==> config.mk <==
export PLATFORM = sky130hd
export DESIGN_NAME = viu_top
export DESIGN_NICKNAME = d
export VERILOG_FILES = /design/src/inc/viu_pkg.sv /design/src/design/viu_top.sv
export VERILOG_INCLUDE_DIRS = /design/src /design/src/inc
export SDC_FILE = /design/constraint.sdc
export NUM_CORES = 1
export LEC_CHECK = 0
export BUFFER_PORTS_ARGS = -buffer_cell sky130_fd_sc_hd__buf_2
export CORE_ASPECT_RATIO = 1.25
export CORE_UTILIZATION = 50
export DETAILED_ROUTE_END_ITERATION = 10
export PLACE_DENSITY = 0.8
export RECOVER_POWER = 100
export REMOVE_ABC_BUFFERS = 1
export SLEW_MARGIN = 20
export SYNTH_ARGS = -nofsm -noshare
export SYNTH_HDL_FRONTEND = slang
export SYNTH_SLANG_ARGS = --single-unit
==> constraint.sdc <==
create_clock -name i_clock -period 2.6 [get_ports i_clock]
set_input_delay 0.52 -clock i_clock [delete_from_list [all_inputs] [get_ports i_clock]]
set_output_delay 0.52 -clock i_clock [all_outputs]
set_load 0.05 [all_outputs]
==> src/inc/viu_defines.svh <==
`ifndef VIU_DEFINES_SVH
`define VIU_DEFINES_SVH

// ----------------------------------------------------------------
// register byte offsets
// ----------------------------------------------------------------
`define VIU_OFS_CTRL   5'h00
`define VIU_OFS_REQ    5'h04
`define VIU_OFS_MASK   5'h08
`define VIU_OFS_EDGE   5'h0C
`define VIU_OFS_STAT   5'h10
`define VIU_OFS_EVT    5'h14
`define VIU_OFS_EVMSK  5'h18

// ----------------------------------------------------------------
// field positions
// ----------------------------------------------------------------
`define VIU_CTRL_GEN   0
`define VIU_CTRL_WDNMI 1
`define VIU_EDGE_RISE  0
`define VIU_EDGE_FALL  1
`define VIU_EVT_MASKED 0
`define VIU_EVT_NMI    1
`define VIU_PSW_GEN    7
`define VIU_SRC_WDOG   0
`define VIU_SRC_PIN_A  1
`define VIU_SRC_PIN_B  2
`define VIU_SRC_RISE   3
`define VIU_SRC_FALL   4
`define VIU_SRC_ROVF   5

// ----------------------------------------------------------------
// reset values and vector table
// ----------------------------------------------------------------
`define VIU_RST_MASK   12'hFFF
`define VIU_VEC_BASE   16'h0004
`define VIU_VEC_NMI    16'h0004

`endif

==> src/inc/viu_pkg.sv <==
package viu_pkg;
  // register bus handshake states
  typedef enum logic {
    BUS_IDLE,
    BUS_ACK
  } viu_bus_st_t;
endpackage

==> src/design/viu_top.sv <==
// Local design decisions: the register offsets and the Avalon-MM slave port.
`timescale 1ns/1ns
`include "viu_defines.svh"

// Summary of operation
// - thirteen sources: one non-maskable, twelve maskable
// - watchdog mode 1 overflow: non-maskable, vector 0004H
// - watchdog overflow goes to exactly one path
// - interval-mode watchdog overflow: maskable priority 0
// - pin A priority 1 0006H, B 2 0008H
// - remote input rising edge: priority 3, 000AH
// - remote input falling edge: priority 4, 000CH
// - remote timer overflow: priority 5, 000EH
// - key scan event: priority 6, 0010H
// - serial transfer done: priority 7, 0012H
// - first timer match: priority 8, 0014H
// - second timer match: priority 9, 0016H
// - lowest number wins; watch 0018H, interval 001AH
// - serviced if flag set, unmasked, enabled
// - keep non-maskable servicing flag
// - pins select rising, falling or both edges
module viu_top
  import viu_pkg::*;
#(
  parameter int NSRC        = 12,
  parameter int STACK_DEPTH = 4
) (
  input  wire logic        i_clock,
  input  wire logic        i_rst_n,
  input  wire logic [4:0]  i_avs_address,
  input  wire logic        i_avs_read,
  input  wire logic        i_avs_write,
  input  wire logic [31:0] i_avs_writedata,
  input  wire logic [3:0]  i_avs_byteenable,
  output logic      [31:0] o_avs_readdata,
  output logic             o_avs_waitrequest,
  input  wire logic        i_watchdog_overflow_irq,
  input  wire logic        i_ext_pin_a,
  input  wire logic        i_ext_pin_b,
  input  wire logic        i_remote_timer_input,
  input  wire logic        i_remote_overflow_irq,
  input  wire logic        i_key_scan_irq,
  input  wire logic        i_serial_done_irq,
  input  wire logic        i_timer_a_match_irq,
  input  wire logic        i_timer_b_match_irq,
  input  wire logic        i_watch_timer_irq,
  input  wire logic        i_watch_interval_irq,
  input  wire logic        i_cpu_ack,
  input  wire logic [15:0] i_cpu_pc,
  input  wire logic [7:0]  i_cpu_psw,
  input  wire logic        i_cpu_reti,
  output logic             o_int_req,
  output logic             o_int_nmi,
  output logic             o_take,
  output logic      [15:0] o_vector,
  output logic             o_ret_valid,
  output logic      [15:0] o_ret_pc,
  output logic      [7:0]  o_ret_psw,
  output logic             o_global_enable_flag,
  output logic             o_nonmask_servicing_flag,
  output logic             o_irq
);

  localparam int SELW = $clog2(NSRC);
  localparam int SPW  = $clog2(STACK_DEPTH + 1);

  // ----------------------------------------------------------------
  // state record
  // ----------------------------------------------------------------
  typedef struct packed {
    viu_bus_st_t                   bus;
    logic                          waitreq;
    logic [31:0]                   rdata;
    logic                          glb_en;
    logic                          wd_nmi;
    logic [NSRC-1:0]               req_flag;
    logic [NSRC-1:0]               mask_flag;
    logic [3:0]                    edge_sel;
    logic [1:0]                    evt;
    logic [1:0]                    evmsk;
    logic                          irq;
    logic                          primed;
    logic                          prev_a;
    logic                          prev_b;
    logic                          prev_rin;
    logic                          nmi_pend;
    logic                          nmi_busy;
    logic                          int_req;
    logic                          is_nmi;
    logic [SELW-1:0]               sel;
    logic [15:0]                   vector;
    logic                          take;
    logic [STACK_DEPTH-1:0][23:0]  stk;
    logic [SPW-1:0]                sp;
    logic                          ret_valid;
    logic [15:0]                   ret_pc;
    logic [7:0]                    ret_psw;
  } viu_state_t;

  viu_state_t      s_ff;
  viu_state_t      nxt_s;
  logic            bus_hit;
  logic            bus_wr;
  logic [15:0]     wmask;
  logic [NSRC-1:0] set_vec;
  logic [NSRC-1:0] clr_vec;
  logic [NSRC-1:0] nxt_req;
  logic            ack_ok;
  logic            edge_a;
  logic            edge_b;
  logic            rin_rise;
  logic            rin_fall;

  // ----------------------------------------------------------------
  // source events
  // ----------------------------------------------------------------
  // edges are ignored on the first cycle after reset, because the
  // previous-level flops hold a constant rather than the real pin
  // pin edge choice
  assign edge_a   = s_ff.primed &
                    ((s_ff.edge_sel[`VIU_EDGE_RISE] &
                      i_ext_pin_a & ~s_ff.prev_a) |
                     (s_ff.edge_sel[`VIU_EDGE_FALL] &
                      ~i_ext_pin_a & s_ff.prev_a));
  assign edge_b   = s_ff.primed &
                    ((s_ff.edge_sel[2+`VIU_EDGE_RISE] &
                      i_ext_pin_b & ~s_ff.prev_b) |
                     (s_ff.edge_sel[2+`VIU_EDGE_FALL] &
                      ~i_ext_pin_b & s_ff.prev_b));
  assign rin_rise = s_ff.primed & i_remote_timer_input & ~s_ff.prev_rin;
  assign rin_fall = s_ff.primed & ~i_remote_timer_input & s_ff.prev_rin;

  // maskable sources in priority order, index equals priority
  // twelve maskable, watch interval last
  assign set_vec = NSRC'({i_watch_interval_irq, i_watch_timer_irq,
                          i_timer_b_match_irq, i_timer_a_match_irq,
                          i_serial_done_irq, i_key_scan_irq,
                          i_remote_overflow_irq, rin_fall, rin_rise,
                          edge_b, edge_a,
                          i_watchdog_overflow_irq & ~s_ff.wd_nmi});

  // ----------------------------------------------------------------
  // bus decode and request flag update
  // ----------------------------------------------------------------
  assign bus_hit = (s_ff.bus == BUS_IDLE) & (i_avs_read | i_avs_write);
  // a write lands only at the edge where waitrequest is low
  assign bus_wr  = (s_ff.bus == BUS_ACK) & i_avs_write;
  assign wmask   = {{8{i_avs_byteenable[1]}}, {8{i_avs_byteenable[0]}}};
  assign ack_ok  = i_cpu_ack & s_ff.int_req;

  // grant and write-one clear both lose against a fresh event
  genvar g;
  generate
    for (g = 0; g < NSRC; g++) begin : g_flag
      assign clr_vec[g] = (bus_wr & (i_avs_address == `VIU_OFS_REQ) &
                           i_avs_writedata[g] & wmask[g]) |
                          (ack_ok & ~s_ff.is_nmi &
                           (s_ff.sel == SELW'(g)));
      assign nxt_req[g] = set_vec[g] | (s_ff.req_flag[g] & ~clr_vec[g]);
    end
  endgenerate

  // ----------------------------------------------------------------
  // next state
  // ----------------------------------------------------------------
  always_comb begin
    logic [NSRC-1:0] elig;
    logic            nmi_ok;
    logic [SPW-1:0]  slot;
    elig   = '0;
    nmi_ok = 1'b0;
    slot   = '0;
    nxt_s  = s_ff;
    nxt_s.take      = 1'b0;
    nxt_s.ret_valid = 1'b0;
    nxt_s.primed    = 1'b1;
    nxt_s.prev_a    = i_ext_pin_a;
    nxt_s.prev_b    = i_ext_pin_b;
    nxt_s.prev_rin  = i_remote_timer_input;
    nxt_s.req_flag  = nxt_req;

    // one wait state per access, then the answer stands one cycle
    case (s_ff.bus)
      BUS_IDLE: begin
        if (bus_hit) begin
          nxt_s.bus = BUS_ACK;
          case (i_avs_address)
            `VIU_OFS_CTRL:  nxt_s.rdata = 32'({s_ff.wd_nmi, s_ff.glb_en});
            `VIU_OFS_REQ:   nxt_s.rdata = 32'(s_ff.req_flag);
            `VIU_OFS_MASK:  nxt_s.rdata = 32'(s_ff.mask_flag);
            `VIU_OFS_EDGE:  nxt_s.rdata = 32'(s_ff.edge_sel);
            `VIU_OFS_STAT:  nxt_s.rdata = 32'({s_ff.sel, s_ff.is_nmi,
                                               s_ff.int_req,
                                               s_ff.nmi_pend,
                                               s_ff.nmi_busy});
            `VIU_OFS_EVT:   nxt_s.rdata = 32'(s_ff.evt);
            `VIU_OFS_EVMSK: nxt_s.rdata = 32'(s_ff.evmsk);
            default:        nxt_s.rdata = 32'h0000_0000;
          endcase
        end
      end
      BUS_ACK: begin
        nxt_s.bus = BUS_IDLE;
      end
      default: begin
        nxt_s.bus = BUS_IDLE;
      end
    endcase
    nxt_s.waitreq = (nxt_s.bus != BUS_ACK);

    // register writes; unmapped offsets are ignored
    if (bus_wr) begin
      case (i_avs_address)
        `VIU_OFS_CTRL: begin
          if (i_avs_byteenable[0]) begin
            nxt_s.glb_en = i_avs_writedata[`VIU_CTRL_GEN];
            nxt_s.wd_nmi = i_avs_writedata[`VIU_CTRL_WDNMI];
          end
        end
        `VIU_OFS_MASK: begin
          nxt_s.mask_flag = (s_ff.mask_flag & ~wmask[NSRC-1:0]) |
                            (i_avs_writedata[NSRC-1:0] & wmask[NSRC-1:0]);
        end
        `VIU_OFS_EDGE: begin
          if (i_avs_byteenable[0]) begin
            nxt_s.edge_sel = i_avs_writedata[3:0];
          end
        end
        `VIU_OFS_EVT: begin
          if (i_avs_byteenable[0]) begin
            nxt_s.evt = s_ff.evt & ~i_avs_writedata[1:0];
          end
        end
        `VIU_OFS_EVMSK: begin
          if (i_avs_byteenable[0]) begin
            nxt_s.evmsk = i_avs_writedata[1:0];
          end
        end
        default: begin
          nxt_s.evmsk = s_ff.evmsk;
        end
      endcase
    end

    // grant: push context, drop global enable, hand out the vector
    // context save and vector
    if (ack_ok) begin
      nxt_s.glb_en = 1'b0;
      nxt_s.take   = 1'b1;
      if (s_ff.is_nmi) begin
        nxt_s.vector   = `VIU_VEC_NMI;
        nxt_s.nmi_busy = 1'b1;
        nxt_s.nmi_pend = 1'b0;
        nxt_s.evt[`VIU_EVT_NMI] = 1'b1;
      end else begin
        nxt_s.vector = `VIU_VEC_BASE + 16'({s_ff.sel, 1'b0});
        nxt_s.evt[`VIU_EVT_MASKED] = 1'b1;
      end
      // a full stack overwrites its top entry
      slot = (s_ff.sp == SPW'(STACK_DEPTH)) ? s_ff.sp - 1'b1 : s_ff.sp;
      nxt_s.stk[slot] = {s_ff.glb_en, i_cpu_psw[`VIU_PSW_GEN-1:0], i_cpu_pc};
      nxt_s.sp = slot + 1'b1;
    end else if (i_cpu_reti) begin
      slot = (s_ff.sp == '0) ? '0 : s_ff.sp - 1'b1;
      nxt_s.sp        = slot;
      nxt_s.nmi_busy  = 1'b0;
      nxt_s.ret_valid = 1'b1;
      nxt_s.ret_pc    = s_ff.stk[slot][15:0];
      nxt_s.ret_psw   = s_ff.stk[slot][23:16];
      nxt_s.glb_en    = s_ff.stk[slot][16+`VIU_PSW_GEN];
    end

    if (i_watchdog_overflow_irq & s_ff.wd_nmi) begin
      nxt_s.nmi_pend = 1'b1;
    end
    nxt_s.irq = |(nxt_s.evt & nxt_s.evmsk);

    // arbitration on the next state, so a granted source never
    // shows as still requesting in the cycle after its grant
    // flag, mask, enable
    elig = nxt_s.req_flag & ~nxt_s.mask_flag & {NSRC{nxt_s.glb_en}};
    nmi_ok = nxt_s.nmi_pend & ~nxt_s.nmi_busy;
    nxt_s.int_req = nmi_ok | (|elig);
    nxt_s.is_nmi  = nmi_ok;
    for (int k = NSRC - 1; k >= 0; k--) begin
      if (elig[k]) begin
        nxt_s.sel = SELW'(k);
      end
    end
  end

  // ----------------------------------------------------------------
  // state register
  // ----------------------------------------------------------------
  always_ff @(posedge i_clock) begin
    if (!i_rst_n) begin
      s_ff           <= '0;
      s_ff.waitreq   <= 1'b1;
      s_ff.mask_flag <= `VIU_RST_MASK;
    end else begin
      s_ff <= nxt_s;
    end
  end

  // outputs straight from the state flops
  assign o_avs_readdata           = s_ff.rdata;
  assign o_avs_waitrequest        = s_ff.waitreq;
  assign o_int_req                = s_ff.int_req;
  assign o_int_nmi                = s_ff.is_nmi;
  assign o_take                   = s_ff.take;
  assign o_vector                 = s_ff.vector;
  assign o_ret_valid              = s_ff.ret_valid;
  assign o_ret_pc                 = s_ff.ret_pc;
  assign o_ret_psw                = s_ff.ret_psw;
  assign o_global_enable_flag     = s_ff.glb_en;
  assign o_nonmask_servicing_flag = s_ff.nmi_busy;
  assign o_irq                    = s_ff.irq;
endmodule

# After elaboration in Yosys (flattened, before gate mapping)
# Index checks and enable logic that the tools add are counted.
# op_classes
n_lt_le_gt_ge	3
add_sub_neg	3
n_eq_ne	18
bitwise	133
reduce_logical	20
muxes	49
# op_table
operator	n
two-way mux 153 bit	1
two-way mux 113 bit	1
bitwise mux 96 bit	1
case mux 12 bit (7 select lines)	1
bitwise AND 1 bit	70
two-way mux 4 bit	14
bitwise AND 12 bit	4
binary-select mux 24 bit (select 2 bit)	1
demux 24 bit (select 2 bit)	1
two-way mux 24 bit	2
two-way mux 28 bit	1
OR 1 bit	28
two-way mux 25 bit	1
inverter 1 bit	25
inverter 12 bit	2
two-way mux 20 bit	1
two-way mux 2 bit	9
equality test 4 x 3 -> 1 bit (second input constant)	4
equality test 4 bit (second input constant)	4
equality test 5 bit (second input constant)	3
two-way mux 12 bit	1
OR 12 bit	1
OR reduction 12 bit	1
nonzero test 11 bit	1
30 further kinds	48
# totals
out_inout_bits	80
register_bits	222
wordCells	259
input_bits	82

# Depth between registers and ports, before layout
# logic_depth
ltp_word	23
depth_mapped	13

# Least setup slack after synthesis
# Ideal clock, no wire load.
# synth_path
path_type	register to register
from	reg s_ff[25] (netlist bit)
to	reg with a tool-made name
n_path_buf	3
period_less_slack_ns	2.477
arrival_ns	2.407
slack_ns	0.123
stages_incl_launch_ff	12
setup_ns	0.070
path_cell_list	dfxtp_1 clkbuf_1 inv_1 ha_1 o21ai_0 ha_1 ha_1 and3_1 clkbuf_1 clkbuf_1 nand2_1 a21oi_1
# synth_lines
element	line_no	source
start, declared	viu_top.sv:100	viu_state_t s_ff;
start signal, assigned	viu_top.sv:301	s_ff <= nxt_s;

# Worst setup path after layout
# layout_path
from	in i_avs_address[4]
to	reg s_ff[143] (netlist bit)
# layout_between
elab_chain_len	17
elab_cells_between_ends	94
cone_classes	2 x eq/ne; 13 x mux; 76 x bitwise; 3 x reduce/logical
# layout_lines
element	line_no	source
start, declared	viu_top.sv:30	input wire logic [4:0] i_avs_address,
equality test 5 x 3 -> 1 bit	--	
bitwise AND 1 bit (3 in series)	viu_top.sv:155	assign clr_vec[g] = (bus_wr & (i_avs_address == `VIU_OFS_REQ) &
OR 1 bit	viu_top.sv:155	
inverter 1 bit	viu_top.sv:159	assign nxt_req[g] = set_vec[g] | (s_ff.req_flag[g] & ~clr_vec[g]);
bitwise AND 1 bit	viu_top.sv:159	
OR 1 bit	viu_top.sv:159	
bitwise AND 12 bit	viu_top.sv:281	elig = nxt_s.req_flag & ~nxt_s.mask_flag & {NSRC{nxt_s.glb_en}};
bitwise AND 12 bit (*)	viu_top.sv:281	
two-way mux 4 bit (7 in series)	viu_top.sv:286	if (elig[k]) begin
# Every way passes the cells marked *; elsewhere a longest branch is shown, timed or not.
# A chain may end at the register's enable or synchronous reset.

==> impl_metrics.env <==
export IMPL_postCtsSetupRepairBufs=0
export IMPL_required_ns=2.94
export IMPL_holdPathStages=2
export IMPL_grt_use_total_pct=25.4
export IMPL_fin_setup_tns_ns=0
export IMPL_switchingPower_mw=2.79
export IMPL_status="finished clean"
export IMPL_io_buffer_count=107
export IMPL_initial_utilization_pct=51.4
export IMPL_path_class="input port to flop"
export IMPL_cts_path_max_buffers=2
export IMPL_multiInputGateArea_um2=4100
export IMPL_critPathSlowestCell="or3_1"
export IMPL_slew_headroom_pct=48.0
export IMPL_finalInstanceArea_um2=9550
export IMPL_async_reset_ff_share_pct=0
export IMPL_rsz0062_at_grt="false"
export IMPL_first_pass_iters=5
export IMPL_drt_iter0_drc=648
export IMPL_finalWirelength_mm=22.5
export IMPL_preCtsSetupSlack_ns=0.0877
export IMPL_vias=7808
export IMPL_drcViolationCount=0
export IMPL_seqPwrFrac_pct=41.6
export IMPL_maxCapViolations=0
export IMPL_final_util_pct=56.3
export IMPL_setup_ws_ns=0.211
export IMPL_cts_buffers=17
export IMPL_arrival_ns=2.73
export IMPL_htree_levels=4
export IMPL_max_stage_delay_ns=0.49
export IMPL_grt_ovfl_total=0
export IMPL_cp_depth=8
export IMPL_synth_area_per_cell_um2=7.97
export IMPL_synth_ff_type="dfxtp_1"
export IMPL_leakage_nw=3.45
export IMPL_max_vdd_ir_drop_uv=590
export IMPL_setup_viol=0
export IMPL_antenna_found_initial=0
export IMPL_clock_fmax_ghz=0.419
export IMPL_drive_gt1_share_pct=12.3
export IMPL_seqCellArea_um2=3820
export IMPL_skew_ns=0.00747
export IMPL_clkTransAtPathRegs_ns=0.06
export IMPL_postRouteAntennaNets=0
export IMPL_hold_viol_final=0
export IMPL_ys_ff_latch=191
export IMPL_cts_sinks=191
export IMPL_viasPerCell=5.68
export IMPL_synth_warnings=0
export IMPL_post_cts_resized=0
export IMPL_antenna_cells=0
export IMPL_worstPathMaxFanout=7
export IMPL_rows=53
export IMPL_tightest_slew_ns=0.781
export IMPL_coreArea_um2=17000
export IMPL_p_comb_share_pct=27.9
export IMPL_root_buffer="clkbuf_16"
export IMPL_r2r_cells=11
export IMPL_crit_path_end_kind="flop"
export IMPL_p_sw_share_pct=36.4
export IMPL_synth_distinct_cells=73
export IMPL_grt_pass1_wl_mm=35.8
export IMPL_slew_violations=0
export IMPL_post_route_period_util_pct=91.9
export IMPL_synth_seq_area_share_pct=43.8
export IMPL_crit_chain="buf_2, or3_1, nor4_1, mux2i_1, o31ai_4, buf_4, a21bo_2, a221oi_2"
export IMPL_dpl_cell_area_um2=9170
export IMPL_p_per_area_nw_per_um2=802
export IMPL_fillers=1627
export IMPL_die_h_um=150
export IMPL_netlist_instances=1096
export IMPL_cp_start_kind="input port"
export IMPL_cp_num_buf_inv=2
export IMPL_grt_pass1_vias=7300
export IMPL_wl_per_cell_um=16.3
export IMPL_synthesis_area_um2=8730
export IMPL_grt_start_max_net_pins=81
export IMPL_nets=1234
export IMPL_cp_top_family="simple AND/OR/NAND/NOR gates"
export IMPL_cts_tree="yes"
export IMPL_hpwl_mm=14.7
export IMPL_synth_edf_count=0
export IMPL_hold_buffers=0
export IMPL_gp_congestion=0.947
export IMPL_clkPwrFrac_pct=30.5
export IMPL_syn2layout_area_growth_pct=9.42
export IMPL_insertion_delay_ns=0.43
export IMPL_dieArea_um2=18000
export IMPL_hold_class="input port to flop"
export IMPL_power_internal_mw=4.87
export IMPL_period_needed_ns=2.39
export IMPL_dieWidth_um=120
export IMPL_io_pins=162
per-stage QoR:
| stage | power, mW | cells | hold WS (ns) |
|---|---|---|---|
| finish | 7.66 | 1375 | 0.313 |
| global route | 8.01 | 1375 | 0.313 |
| CTS | 7.74 | 1375 | 0.302 |
| detailed placement | 5.42 | 1345 | 0.438 |
| global placement | 5.38 | 1345 | 0.434 |
| floorplan | 4.72 | 980 | 0.431 |
worst paths after layout:
check | to | from | slack (ns)
worst max register to register | flop | s_ff[26] | 0.28
worst min register to register | o_avs_readdata[7] | o_avs_readdata[7] | 0.45
worst min-delay path | s_ff[151] | i_ext_pin_a | 0.31
worst max-delay path | s_ff[143] | i_avs_address[4] | 0.21
cell usage after synthesis, types with 13 or more instances:
cell	count	area, um2
o21ai_0	20	100
and2_1	18	113
inv_1	13	48.8
mux2i_1	18	180
nor2_1	61	229
nand2_1	299	1120
o22ai_1	25	156
dfxtp_1	191	3820
buf_4	72	541
a311oi_1	23	201
clkbuf_1	66	248
a21oi_1	130	651
logic make-up (layout without fill, tap and decap cells):
family / Yosys count / after routing / synth area share (%)
adder cells (fa/ha/maj): 8 / 8 / 1.15
flip-flops: 191 / 191 / 43.8
AO/OA/AOI/OAI: 260 / 260 / 19.1
XOR/XNOR: 2 / 2 / 0.201
buffers and inverters: 160 / 189 / 10.1
AND/OR/NAND/NOR: 451 / 451 / 22.9
other: 1 / 31 / 0.0430
multiplexers: 23 / 23 / 2.71
metal layers:
layer / track usage, % / wire [um] / vias to the layer above
met3: 4.23 / 1480 / 48
met2: 45.1 / 11300 / 324
li1: - / - / 3737
met4: 12.4 / 602 / 0
met5: 0 / 0 / -
met1: 29.2 / 9140 / 3699
worst register-to-register path, cell delays in order, from the launching register on:
cell	delay, ns
dfxtp_1	0.33
inv_1	0.07
ha_1	0.27
nand2_1	0.16
nand2_1	0.10
o21ai_0	0.17
ha_1	0.26
ha_1	0.19
nand2_1	0.06
clkbuf_4	0.37
nand2_1	0.11
a21oi_1	0.16
area by class of cell:
class / count / area share, %
multi-input cells: 775 / 42.9
flip-flops and latches: 191 / 40.0
repair buffers: 145 / 8.21
clock buffers: 21 / 4.72
well taps: 220 / 2.88
clock inverters: 9 / 0.668
inverters: 14 / 0.576
power by group through the flow:
stage	Sequential, mW	Combinational [mW]	Clock (mW)
6_report	3.19	2.14	2.33
5_1_grt	3.20	2.30	2.50
2_1_floorplan	3.68	1.05	0
4_1_cts	3.18	2.18	2.38
3_5_place_dp	3.25	2.17	0
3_3_place_gp	3.24	2.14	0
placed cells by master (no fill, tap or decap), types with 6 or more instances in the layout:
| cell | count |
|---|---|
| buf_4 | 23 |
| nor3_1 | 9 |
| nand3_1 | 13 |
| buf_2 | 56 |
| and2_0 | 8 |
| o21ai_0 | 20 |
| nand2_1 | 299 |
| conb_1 | 31 |
| a222oi_1 | 6 |
| nand4_1 | 8 |
| and2_1 | 10 |
| a22oi_1 | 7 |
| dfxtp_1 | 191 |
| a31oi_1 | 6 |
| a21oi_1 | 130 |
| clkbuf_16 | 17 |
| mux2i_1 | 18 |
| a311oi_1 | 23 |
| a211oi_1 | 6 |
| o22ai_1 | 25 |
| inv_1 | 13 |
| ha_1 | 8 |
| clkbuf_1 | 60 |
| nor2_1 | 61 |
No activity file was read; power rests on OpenSTA's default activity.
